[config.mk]
export PLATFORM = sky130hd
export DESIGN_NAME = output_fault_diagnostic_status
export DESIGN_NICKNAME = d
export VERILOG_FILES = /design/src/fault_diag_pkg.sv /design/src/ascii_diag_responder.sv /design/src/output_fault_diagnostic_status.sv
export VERILOG_INCLUDE_DIRS = /design/src
export SDC_FILE = /design/constraint.sdc
export NUM_CORES = 1
export LEC_CHECK = 0
export BUFFER_PORTS_ARGS = -buffer_cell sky130_fd_sc_hd__buf_4
export CAP_MARGIN = 20
export CORE_UTILIZATION = 37
export DETAILED_ROUTE_END_ITERATION = 8
export PLACE_DENSITY_LB_ADDON = 0.25
export SLEW_MARGIN = 20
export SYNTH_ARGS = -nofsm -noshare
export SYNTH_HDL_FRONTEND = slang
export SYNTH_SLANG_ARGS = --single-unit
[constraint.sdc]
create_clock -name clk_in -period 7.7 [get_ports clk_in]
set_clock_uncertainty 0.2 [all_clocks]
set_input_delay 0.385 -clock clk_in [delete_from_list [all_inputs] [get_ports clk_in]]
set_output_delay 0.385 -clock clk_in [all_outputs]
set_load 0.1 [all_outputs]
[src/output_fault_diag_regs.svh]
// offsets, field positions, reset values and character codes of the output fault diagnostic block
`ifndef OUTPUT_FAULT_DIAG_REGS_SVH
`define OUTPUT_FAULT_DIAG_REGS_SVH

// ****************************************************************
// holding register map
// ****************************************************************
`define FLAGS_REG_OFFSET 16'h9D73
`define FLAGS_REG_RESET 16'h0000
`define FLAGS_GROUP_LSB 0
`define FLAGS_GROUP_WIDTH 8

// ****************************************************************
// ascii query and answer characters
// ****************************************************************
`define CHAR_QUERY_START 8'h24
`define CHAR_ZERO 8'h30
`define CHAR_ONE 8'h31
`define CHAR_SEVEN 8'h37
`define CHAR_CR 8'h0D
`define CHAR_ANSWER_START 8'h21
`define QUERY_LENGTH 3'h5
`define ANSWER_PREFIX_LENGTH 4'h3

`endif

[src/fault_diag_pkg.sv]
// types shared by the output fault diagnostic design
package fault_diag_pkg;

    // ****************************************************************
    // output stage variants
    // ****************************************************************
    typedef enum logic [1:0]
    {
        SINK_THREE_GROUP = 2'b00,
        SINK_ONE_GROUP = 2'b01,
        SOURCE_EIGHT_GROUP = 2'b10
    } variant_t;

    // answer sender states
    typedef enum logic [0:0]
    {
        TX_IDLE = 1'b0,
        TX_SEND = 1'b1
    } tx_state_t;

    // number of diagnostic groups a variant reports
    function automatic logic [3:0] group_count(input variant_t v);
        unique case (v)
            SINK_THREE_GROUP: group_count = 4'h3;
            SINK_ONE_GROUP: group_count = 4'h1;
            SOURCE_EIGHT_GROUP: group_count = 4'h8;
            default: group_count = 4'h1;
        endcase
    endfunction

endpackage

[src/ascii_diag_responder.sv]
// ascii query parser and flag answer sender
`timescale 1ns/10ps
`default_nettype none
`include "output_fault_diag_regs.svh"

module ascii_diag_responder
    import fault_diag_pkg::*;
#(
    parameter variant_t VARIANT = SINK_THREE_GROUP
)
(
    input wire logic clk_in,
    input wire logic reset_in,
    input wire logic ce_in,
    input wire logic [7:0] flags_in,
    input wire logic rx_valid_in,
    input wire logic [7:0] rx_byte_in,
    input wire logic tx_ready_in,
    output logic tx_valid_out,
    output logic [7:0] tx_byte_out,
    output logic busy_out
);

    localparam logic [3:0] GROUPS = group_count(VARIANT);
    localparam logic [3:0] ANSWER_LEN = `ANSWER_PREFIX_LENGTH + GROUPS + 4'h1;

    // ****************************************************************
    // character selection
    // ****************************************************************
    // expected query character at a parse position
    function automatic logic [7:0] query_char(input logic [2:0] idx);
        unique case (idx)
            3'h0: query_char = `CHAR_QUERY_START;
            3'h1: query_char = `CHAR_ZERO;
            3'h2: query_char = `CHAR_ONE;
            3'h3: query_char = `CHAR_SEVEN;
            default: query_char = `CHAR_CR;
        endcase
    endfunction

    // answer character at a send position, highest group first
    function automatic logic [7:0] answer_char(input logic [3:0] idx, input logic [7:0] flags);
        logic [3:0] grp;
        grp = 4'h0;
        if (idx == 4'h0)
            answer_char = `CHAR_ANSWER_START;
        else if (idx == 4'h1)
            answer_char = `CHAR_ZERO;
        else if (idx == 4'h2)
            answer_char = `CHAR_ONE;
        else if (idx < ANSWER_LEN - 4'h1)
        begin
            grp = GROUPS - 4'h1 - (idx - `ANSWER_PREFIX_LENGTH);
            answer_char = flags[grp[2:0]] ? `CHAR_ONE : `CHAR_ZERO;
        end
        else
            answer_char = `CHAR_CR;
    endfunction

    // ****************************************************************
    // state
    // ****************************************************************
    logic [2:0] parse_q, parse_d; // characters of the query matched so far
    tx_state_t tx_state_q, tx_state_d; // sending an answer or not
    logic [3:0] tx_idx_q, tx_idx_d; // position of the character on the port
    logic [7:0] snap_q, snap_d; // flags frozen for one whole answer
    logic tx_valid_q, tx_valid_d;
    logic [7:0] tx_byte_q, tx_byte_d;

    // next values: parse while idle, stream answer while sending
    always_comb
    begin
        parse_d = parse_q;
        tx_state_d = tx_state_q;
        tx_idx_d = tx_idx_q;
        snap_d = snap_q;
        tx_valid_d = tx_valid_q;
        tx_byte_d = tx_byte_q;
        unique case (tx_state_q)
            TX_IDLE:
            begin
                // a query byte arriving mid-answer is dropped, so only idle parses
                if (rx_valid_in)
                begin
                    if (rx_byte_in == query_char(parse_q) && parse_q == `QUERY_LENGTH - 3'h1)
                    begin
                        // full query seen: freeze flags and open the answer
                        parse_d = 3'h0;
                        snap_d = flags_in;
                        tx_state_d = TX_SEND;
                        tx_idx_d = 4'h0;
                        tx_valid_d = 1'b1;
                        tx_byte_d = answer_char(4'h0, flags_in);
                    end
                    else if (rx_byte_in == query_char(parse_q))
                        parse_d = parse_q + 3'h1;
                    else if (rx_byte_in == `CHAR_QUERY_START)
                        parse_d = 3'h1; // a fresh start character restarts the query
                    else
                        parse_d = 3'h0;
                end
            end
            TX_SEND:
            begin
                // advance only when the far side takes the character
                if (tx_ready_in)
                begin
                    if (tx_idx_q == ANSWER_LEN - 4'h1)
                    begin
                        tx_state_d = TX_IDLE;
                        tx_valid_d = 1'b0;
                    end
                    else
                    begin
                        tx_idx_d = tx_idx_q + 4'h1;
                        tx_byte_d = answer_char(tx_idx_q + 4'h1, snap_q);
                    end
                end
            end
        endcase
    end

    // register the parser and sender
    always_ff @(posedge clk_in or posedge reset_in)
    begin
        if (reset_in)
        begin
            parse_q <= 3'h0;
            tx_state_q <= TX_IDLE;
            tx_idx_q <= 4'h0;
            snap_q <= 8'h00;
            tx_valid_q <= 1'b0;
            tx_byte_q <= 8'h00;
        end
        else if (ce_in)
        begin
            parse_q <= parse_d;
            tx_state_q <= tx_state_d;
            tx_idx_q <= tx_idx_d;
            snap_q <= snap_d;
            tx_valid_q <= tx_valid_d;
            tx_byte_q <= tx_byte_d;
        end
    end

    assign tx_valid_out = tx_valid_q;
    assign tx_byte_out = tx_byte_q;
    assign busy_out = tx_state_q; // one-bit state doubles as the busy level

endmodule
`default_nettype wire

[src/output_fault_diagnostic_status.sv]
// output fault diagnostic status: fault sensing, group flags, holding register and ascii query
`timescale 1ns/10ps
`default_nettype none
`include "output_fault_diag_regs.svh"

module output_fault_diagnostic_status
    import fault_diag_pkg::*;
#(
    parameter variant_t VARIANT = SINK_THREE_GROUP,
    parameter int CHANNELS = 8
)
(
    input wire logic clk_in,
    input wire logic reset_in,
    input wire logic ce_in,
    input wire logic [CHANNELS-1:0] channel_active_in,
    input wire logic [CHANNELS-1:0] open_load_in,
    input wire logic [CHANNELS-1:0] short_ground_in,
    input wire logic [CHANNELS-1:0] over_current_in,
    input wire logic [15:0] holding_addr_in,
    input wire logic holding_rd_in,
    input wire logic holding_wr_in,
    input wire logic [15:0] holding_wdata_in,
    output logic [15:0] holding_rdata_out,
    output logic holding_ack_out,
    output logic holding_exception_out,
    input wire logic query_valid_in,
    input wire logic [7:0] query_byte_in,
    input wire logic answer_ready_in,
    output logic answer_valid_out,
    output logic [7:0] answer_byte_out,
    output logic query_busy_out,
    output logic [7:0] group_flags_out,
    output logic [CHANNELS-1:0] channel_fault_out
);

    // ****************************************************************
    // fault pin synchronisers
    // ****************************************************************
    // the three sense lines of each channel come from the analog output stage,
    // so each passes three flip-flops; a change counts once stages two and three agree
    logic [3*CHANNELS-1:0] pins_raw;
    logic [3*CHANNELS-1:0] sync1_q, sync2_q, sync3_q; // stage one feeds stage two only
    logic [3*CHANNELS-1:0] stable_q, stable_d; // debounced sense levels

    assign pins_raw = {over_current_in, short_ground_in, open_load_in};

    // accept a bit only where the last two stages agree
    always_comb
    begin
        stable_d = stable_q;
        for (int i = 0; i < 3 * CHANNELS; i++)
        begin
            if (sync2_q[i] == sync3_q[i])
                stable_d[i] = sync3_q[i];
        end
    end

    // register synchroniser chain and accepted levels
    always_ff @(posedge clk_in or posedge reset_in)
    begin
        if (reset_in)
        begin
            sync1_q <= '0;
            sync2_q <= '0;
            sync3_q <= '0;
            stable_q <= '0;
        end
        else if (ce_in)
        begin
            sync1_q <= pins_raw;
            sync2_q <= sync1_q;
            sync3_q <= sync2_q;
            stable_q <= stable_d;
        end
    end

    // ****************************************************************
    // per channel fault and group flags
    // ****************************************************************
    logic [CHANNELS-1:0] open_s, short_s, over_s;
    logic [CHANNELS-1:0] fault_d, fault_q; // live fault per channel
    logic [7:0] group_d, group_q; // group flags, 1 means abnormal

    assign open_s = stable_q[CHANNELS-1:0];
    assign short_s = stable_q[2*CHANNELS-1:CHANNELS];
    assign over_s = stable_q[3*CHANNELS-1:2*CHANNELS];

    // fault classification depends on drive state and output stage type
    always_comb
    begin
        fault_d = '0;
        for (int c = 0; c < CHANNELS; c++)
        begin
            if (VARIANT == SOURCE_EIGHT_GROUP)
                fault_d[c] = channel_active_in[c] & (short_s[c] | over_s[c]);
            else if (channel_active_in[c])
                fault_d[c] = over_s[c];
            else
                fault_d[c] = open_s[c] | short_s[c];
        end
    end

    // group mapping; recomputed every cycle so a cleared fault clears its flag
    always_comb
    begin
        group_d = 8'h00;
        unique case (VARIANT)
            SINK_THREE_GROUP:
            begin
                // pairs 0-1, 2-3, 4-5; either or both faulty gives 1
                group_d[0] = fault_q[0] | fault_q[1];
                group_d[1] = fault_q[2] | fault_q[3];
                group_d[2] = fault_q[4] | fault_q[5];
            end
            SINK_ONE_GROUP:
                group_d[0] = fault_q[0] | fault_q[1];
            SOURCE_EIGHT_GROUP:
            begin
                // one channel per group
                for (int g = 0; g < 8; g++)
                    group_d[g] = fault_q[g];
            end
            default: group_d = 8'h00;
        endcase
    end

    // register faults and flags
    always_ff @(posedge clk_in or posedge reset_in)
    begin
        if (reset_in)
        begin
            fault_q <= '0;
            group_q <= 8'h00;
        end
        else if (ce_in)
        begin
            fault_q <= fault_d;
            group_q <= group_d;
        end
    end

    // ****************************************************************
    // holding register access
    // ****************************************************************
    logic [15:0] rdata_d, rdata_q;
    logic ack_d, ack_q;
    logic exc_d, exc_q;
    logic hit;

    assign hit = (holding_addr_in == `FLAGS_REG_OFFSET);

    // one answer per strobe, one cycle later; the write data is never stored
    always_comb
    begin
        rdata_d = rdata_q;
        ack_d = 1'b0;
        exc_d = 1'b0;
        if (holding_rd_in || holding_wr_in)
        begin
            ack_d = 1'b1;
            exc_d = ~hit; // unmapped address answers with an exception
            if (holding_rd_in && hit)
            begin
                // flags in the low byte, group n at bit n counted from zero
                rdata_d = `FLAGS_REG_RESET;
                rdata_d[`FLAGS_GROUP_LSB +: `FLAGS_GROUP_WIDTH] = group_q;
            end
            else if (holding_rd_in)
                rdata_d = 16'h0000;
            // a write is acknowledged and dropped so the flags stay hardware-owned
        end
    end

    // register the bus answer
    always_ff @(posedge clk_in or posedge reset_in)
    begin
        if (reset_in)
        begin
            rdata_q <= `FLAGS_REG_RESET;
            ack_q <= 1'b0;
            exc_q <= 1'b0;
        end
        else if (ce_in)
        begin
            rdata_q <= rdata_d;
            ack_q <= ack_d;
            exc_q <= exc_d;
        end
    end

    // ****************************************************************
    // ascii query
    // ****************************************************************
    ascii_diag_responder #(
        .VARIANT(VARIANT)
    ) ascii_diag_responder_i (
        .clk_in(clk_in),
        .reset_in(reset_in),
        .ce_in(ce_in),
        .flags_in(group_q),
        .rx_valid_in(query_valid_in),
        .rx_byte_in(query_byte_in),
        .tx_ready_in(answer_ready_in),
        .tx_valid_out(answer_valid_out),
        .tx_byte_out(answer_byte_out),
        .busy_out(query_busy_out)
    );

    // all outputs come straight from flip-flops
    assign holding_rdata_out = rdata_q;
    assign holding_ack_out = ack_q;
    assign holding_exception_out = exc_q;
    assign group_flags_out = group_q;
    assign channel_fault_out = fault_q;

    // write data has no destination by design
    logic unused_wdata;
    assign unused_wdata = ^holding_wdata_in;

endmodule
`default_nettype wire

==> summary.md <==
| Metric | Value |
|---|---|
| Run status | `complete, no violations` |
| Final Hold Viols | `0` |
| Flop-to-flop setup slack | `5.04 ns` |
| Insertion delay of the later-clocked pin in the worst-skew pair | `0.41 ns` |
| Number of clock sinks seen by CTS | `128` |
| Post-Route Setup TNS | `0 ns` |
| Post-placement worst setup slack | `5.019 ns` |
| Number of port buffers | `85` |
| Setup repair after global routing missed its margin | `no` |
| Number of cell instances on the worst register-to-register path | `7` |
| HPWL after detailed placement | `6906 um` |
| Fraction of layout instances using a drive strength above 1 | `34.22%` |
| Count of TritonRoute iterations in the first routing pass | `4` |
| Number of violations of the max-capacitance limit | `0` |
| Antenna violations before repair | `0` |
| Post-synthesis average cell area | `11.75 um^2` |
| Total vias in the final route | `3832` |
| Commonest cells after routing, fill and taps aside | `dfrtp_1 (128), buf_4 (85), mux2_2 (83)` |
| Tightest Hold Check Type | `in2reg` |
| Primary flip-flop cell chosen by synthesis mapping | `dfrtp_1` |
| Post-CTS Hold Buffers | `17` |
| Hold Slack | `0.01377 ns` |
| Final nets | `679` |
| Async set-reset flop share out of synthesis | `100.0%` |
| Data arrival time at the worst-slack endpoint | `2.76 ns` |
| Maximum number of pins on one net before global-route repair | `101` |
| Sequential share of the synthesized area | `56.09%` |
| Reg-to-reg critical path endpoint | `ascii_diag_responder_i.snap_q[0]` |
| Site row count | `45` |
| Synthesis-to-finish area growth | `26.49%` |
| Final estimated routing congestion in global placement | `0.7570` |
| Combined global-route utilization of all metal layers | `14.27%` |
| Post-cts repair resize count | `0` |
| Final routed DRC violation total | `0` |
| Final setup violation count | `0` |
| TritonCTS clock tree | `yes` |
| Setup ws final | `5.036 ns` |
| Post-CTS clock slew at the launch and capture registers of the worst setup and hold paths | `0.05 ns` |
| Worst slew slack as a fraction of its limit | `45.50%` |
| First-pass GRT wire length | `18060 um` |
| Grt ovf | `0` |
| Launch point of the worst reg-to-reg path | `ascii_diag_responder_i.parse_q[1]` |
| Post-route clock period utilization | `34.59%` |
| Via density per instance | `4.851` |
| Post-route minimum period | `2.664 ns` |
| Power density cells | `297.4 nW/um^2` |
| Wire length reported by the detailed router | `10250 um` |
| Area inside the core boundary | `15150 um^2` |
| Floorplan die width | `126.2 um` |
| Kind of start point of the critical path | `flip-flop` |
| CP Capture Point | `ascii_diag_responder_i.snap_q[0]` |
| Reported leakage power | `3.280 nW` |
| Max VDD drop | `0.1936 mV` |
| Filler cells | `1388` |
| CP max FO | `8` |
| Footprint of the flip-flops and latches | `3203 um^2` |
| Via count of the first global-routing pass | `3908` |
| TritonCTS buffer count | `17` |
| Number of distinct library cells after synthesis | `45` |
| Required arrival time at the worst endpoint | `7.79 ns` |
| Number of H-tree branching levels | `4` |
| Maximum buffer depth of the clock tree | `2` |
| Cells after Synth | `486` |
| Kind of end point of the critical path | `flip-flop` |
| Timing startpoint of the critical path | `ascii_diag_responder_i.parse_q[1]` |
| Final routed wire length divided by cell count | `12.97 um` |
| Final Max Tran Viols | `0` |
| Detail Route Antenna Nets | `0` |
| Cell Area, Synth | `5710 um^2` |
| Achievable frequency | `375.4 MHz` |
| Number of enable flip-flop cells after synthesis | `0` |
| Post-CTS setup repair buffer count | `0` |
| Critical path start-end classification | `reg2reg` |
| Initial Util | `37.70%` |
| Area of combinational cells with multiple inputs | `2311 um^2` |
| Clock Root Buffer | `clkbuf_16` |
| Die boundary height | `126.2 um` |
| # diodes | `0` |
| Ys Warns | `0` |
| DRT iter0 DRCs | `172` |
| Actual slew at the worst max-slew pin | `0.8175 ns` |
| I/O Pins | `123` |
| DIE AREA | `15930 um^2` |
| Most common cell after layout, fill and taps aside | `dfrtp_1` |
| Synthesized flop and latch total | `128` |
==> sequential cells by signal (all words and copies together), names as in the netlist <==
signal and count:
sync2_q 24, ascii_diag_responder_i.tx_byte_out 4, sync3_q 24, holding_ack_out 1, ascii_diag_responder_i.tx_valid_out 1, holding_rdata_out 3, ascii_diag_responder_i.tx_idx_q 4, holding_exception_out 1
ascii_diag_responder_i.busy_out 1, channel_fault_out 8, sync1_q 24, ascii_diag_responder_i.snap_q 3, group_flags_out 3, stable_q 24, ascii_diag_responder_i.parse_q 3
==> worst max-delay path, cell delays in order (launching register included) <==
cell and delay (ns):
dfrtp_1 0.46, ha_1 0.22, ha_1 0.19, nor3_1 0.22, xor2_1 0.20, nand4_1 0.22, nor4_4 0.44, mux2_2 0.40
==> worst min-delay path by stage <==
stage,startpoint,end,slack [ns],cells after the start
6_report,over_current_in[1],sync1_q[17],0.01,2
5_1_grt,open_load_in[2],sync1_q[2],0.001,2
4_1_cts,short_ground_in[6],sync1_q[14],0.0002,2
3_5_place_dp,reset_in,holding_rdata_out[2],0.28,2
3_3_place_gp,sync3_q[12],stable_q[12],0.27,2
2_1_floorplan,sync3_q[0],stable_q[0],0.26,2
==> stage by stage <==
stage | area (um^2) | cells | power (mW) | utilization [%]
final | 7223 | 790 | 2.148 | 47.69
after global routing | 7223 | 790 | 2.254 | 47.69
after CTS | 7196 | 788 | 2.171 | 47.51
after detailed placement | 6442 | 741 | 1.371 | 42.54
after global placement | 6442 | 741 | 1.353 | 42.54
after floorplan | 5786 | 506 | 1.255 | -
==> Yosys cell counts, types with 2 or more instances <==
cell type	n	area share (%)
dfrtp_1	128	56
mux2_2	83	16
a21oi_1	52	4.6
nor2_1	45	3.0
nand2b_1	27	3.0
nand2_1	24	1.6
buf_4	22	2.9
o21ai_0	20	1.8
clkbuf_1	15	0.99
inv_1	10	0.66
ha_1	9	2.0
nand3_1	4	0.35
nor2b_1	4	0.44
a22o_1	3	0.46
nand4_1	3	0.33
xor2_1	3	0.46
and4b_1	2	0.35
buf_1	2	0.13
nor3_1	2	0.18
nor4bb_1	2	0.35
o31ai_1	2	0.26
==> routing by layer <==
| metal | GRT usage [%] | part of all wire (%) | up-vias |
|---|---|---|---|
| met2 | 22.68 | 47 | 101 |
| met4 | 5.741 | 1.6 | 0 |
| met5 | 0 | 0 | - |
| met3 | 4.928 | 5.5 | 16 |
| li1 | - | - | 1861 |
| met1 | 17.79 | 45 | 1854 |
==> where the power goes <==
| part | total, mW | switching, mW | internal (mW) |
|---|---|---|---|
| Combinational | 0.486 | 0.322 | 0.164 |
| Sequential | 0.875 | 0.0858 | 0.789 |
| Clock | 0.787 | 0.272 | 0.515 |
| Total | 2.15 | 0.680 | 1.47 |
==> cell type report <==
cell class                      count  area share [%]
Multi-Input combinational cell    328           31.99
Inverter                           10          0.5543
Tap cell                          188           3.257
Timing Repair Buffer              106           11.78
Clock inverter                      5           1.074
Sequential cell                   128           44.34
Clock buffer                       25           6.998
==> cell families (layout without fill, tap and decap cells) <==
kind of cell / Yosys count / count (layout) / share of synthesized area, %
simple gates: 123 / 123 / 11.24
buf+inv: 50 / 146 / 4.755
xor+xnor: 4 / 4 / 0.6136
mux: 84 / 84 / 16.54
compound gates: 87 / 87 / 8.721
other cells: 1 / 21 / 0.06567
flops: 128 / 128 / 56.09
fa+ha+maj: 9 / 9 / 1.972
Note: power is estimated with default switching activity, not from simulation.
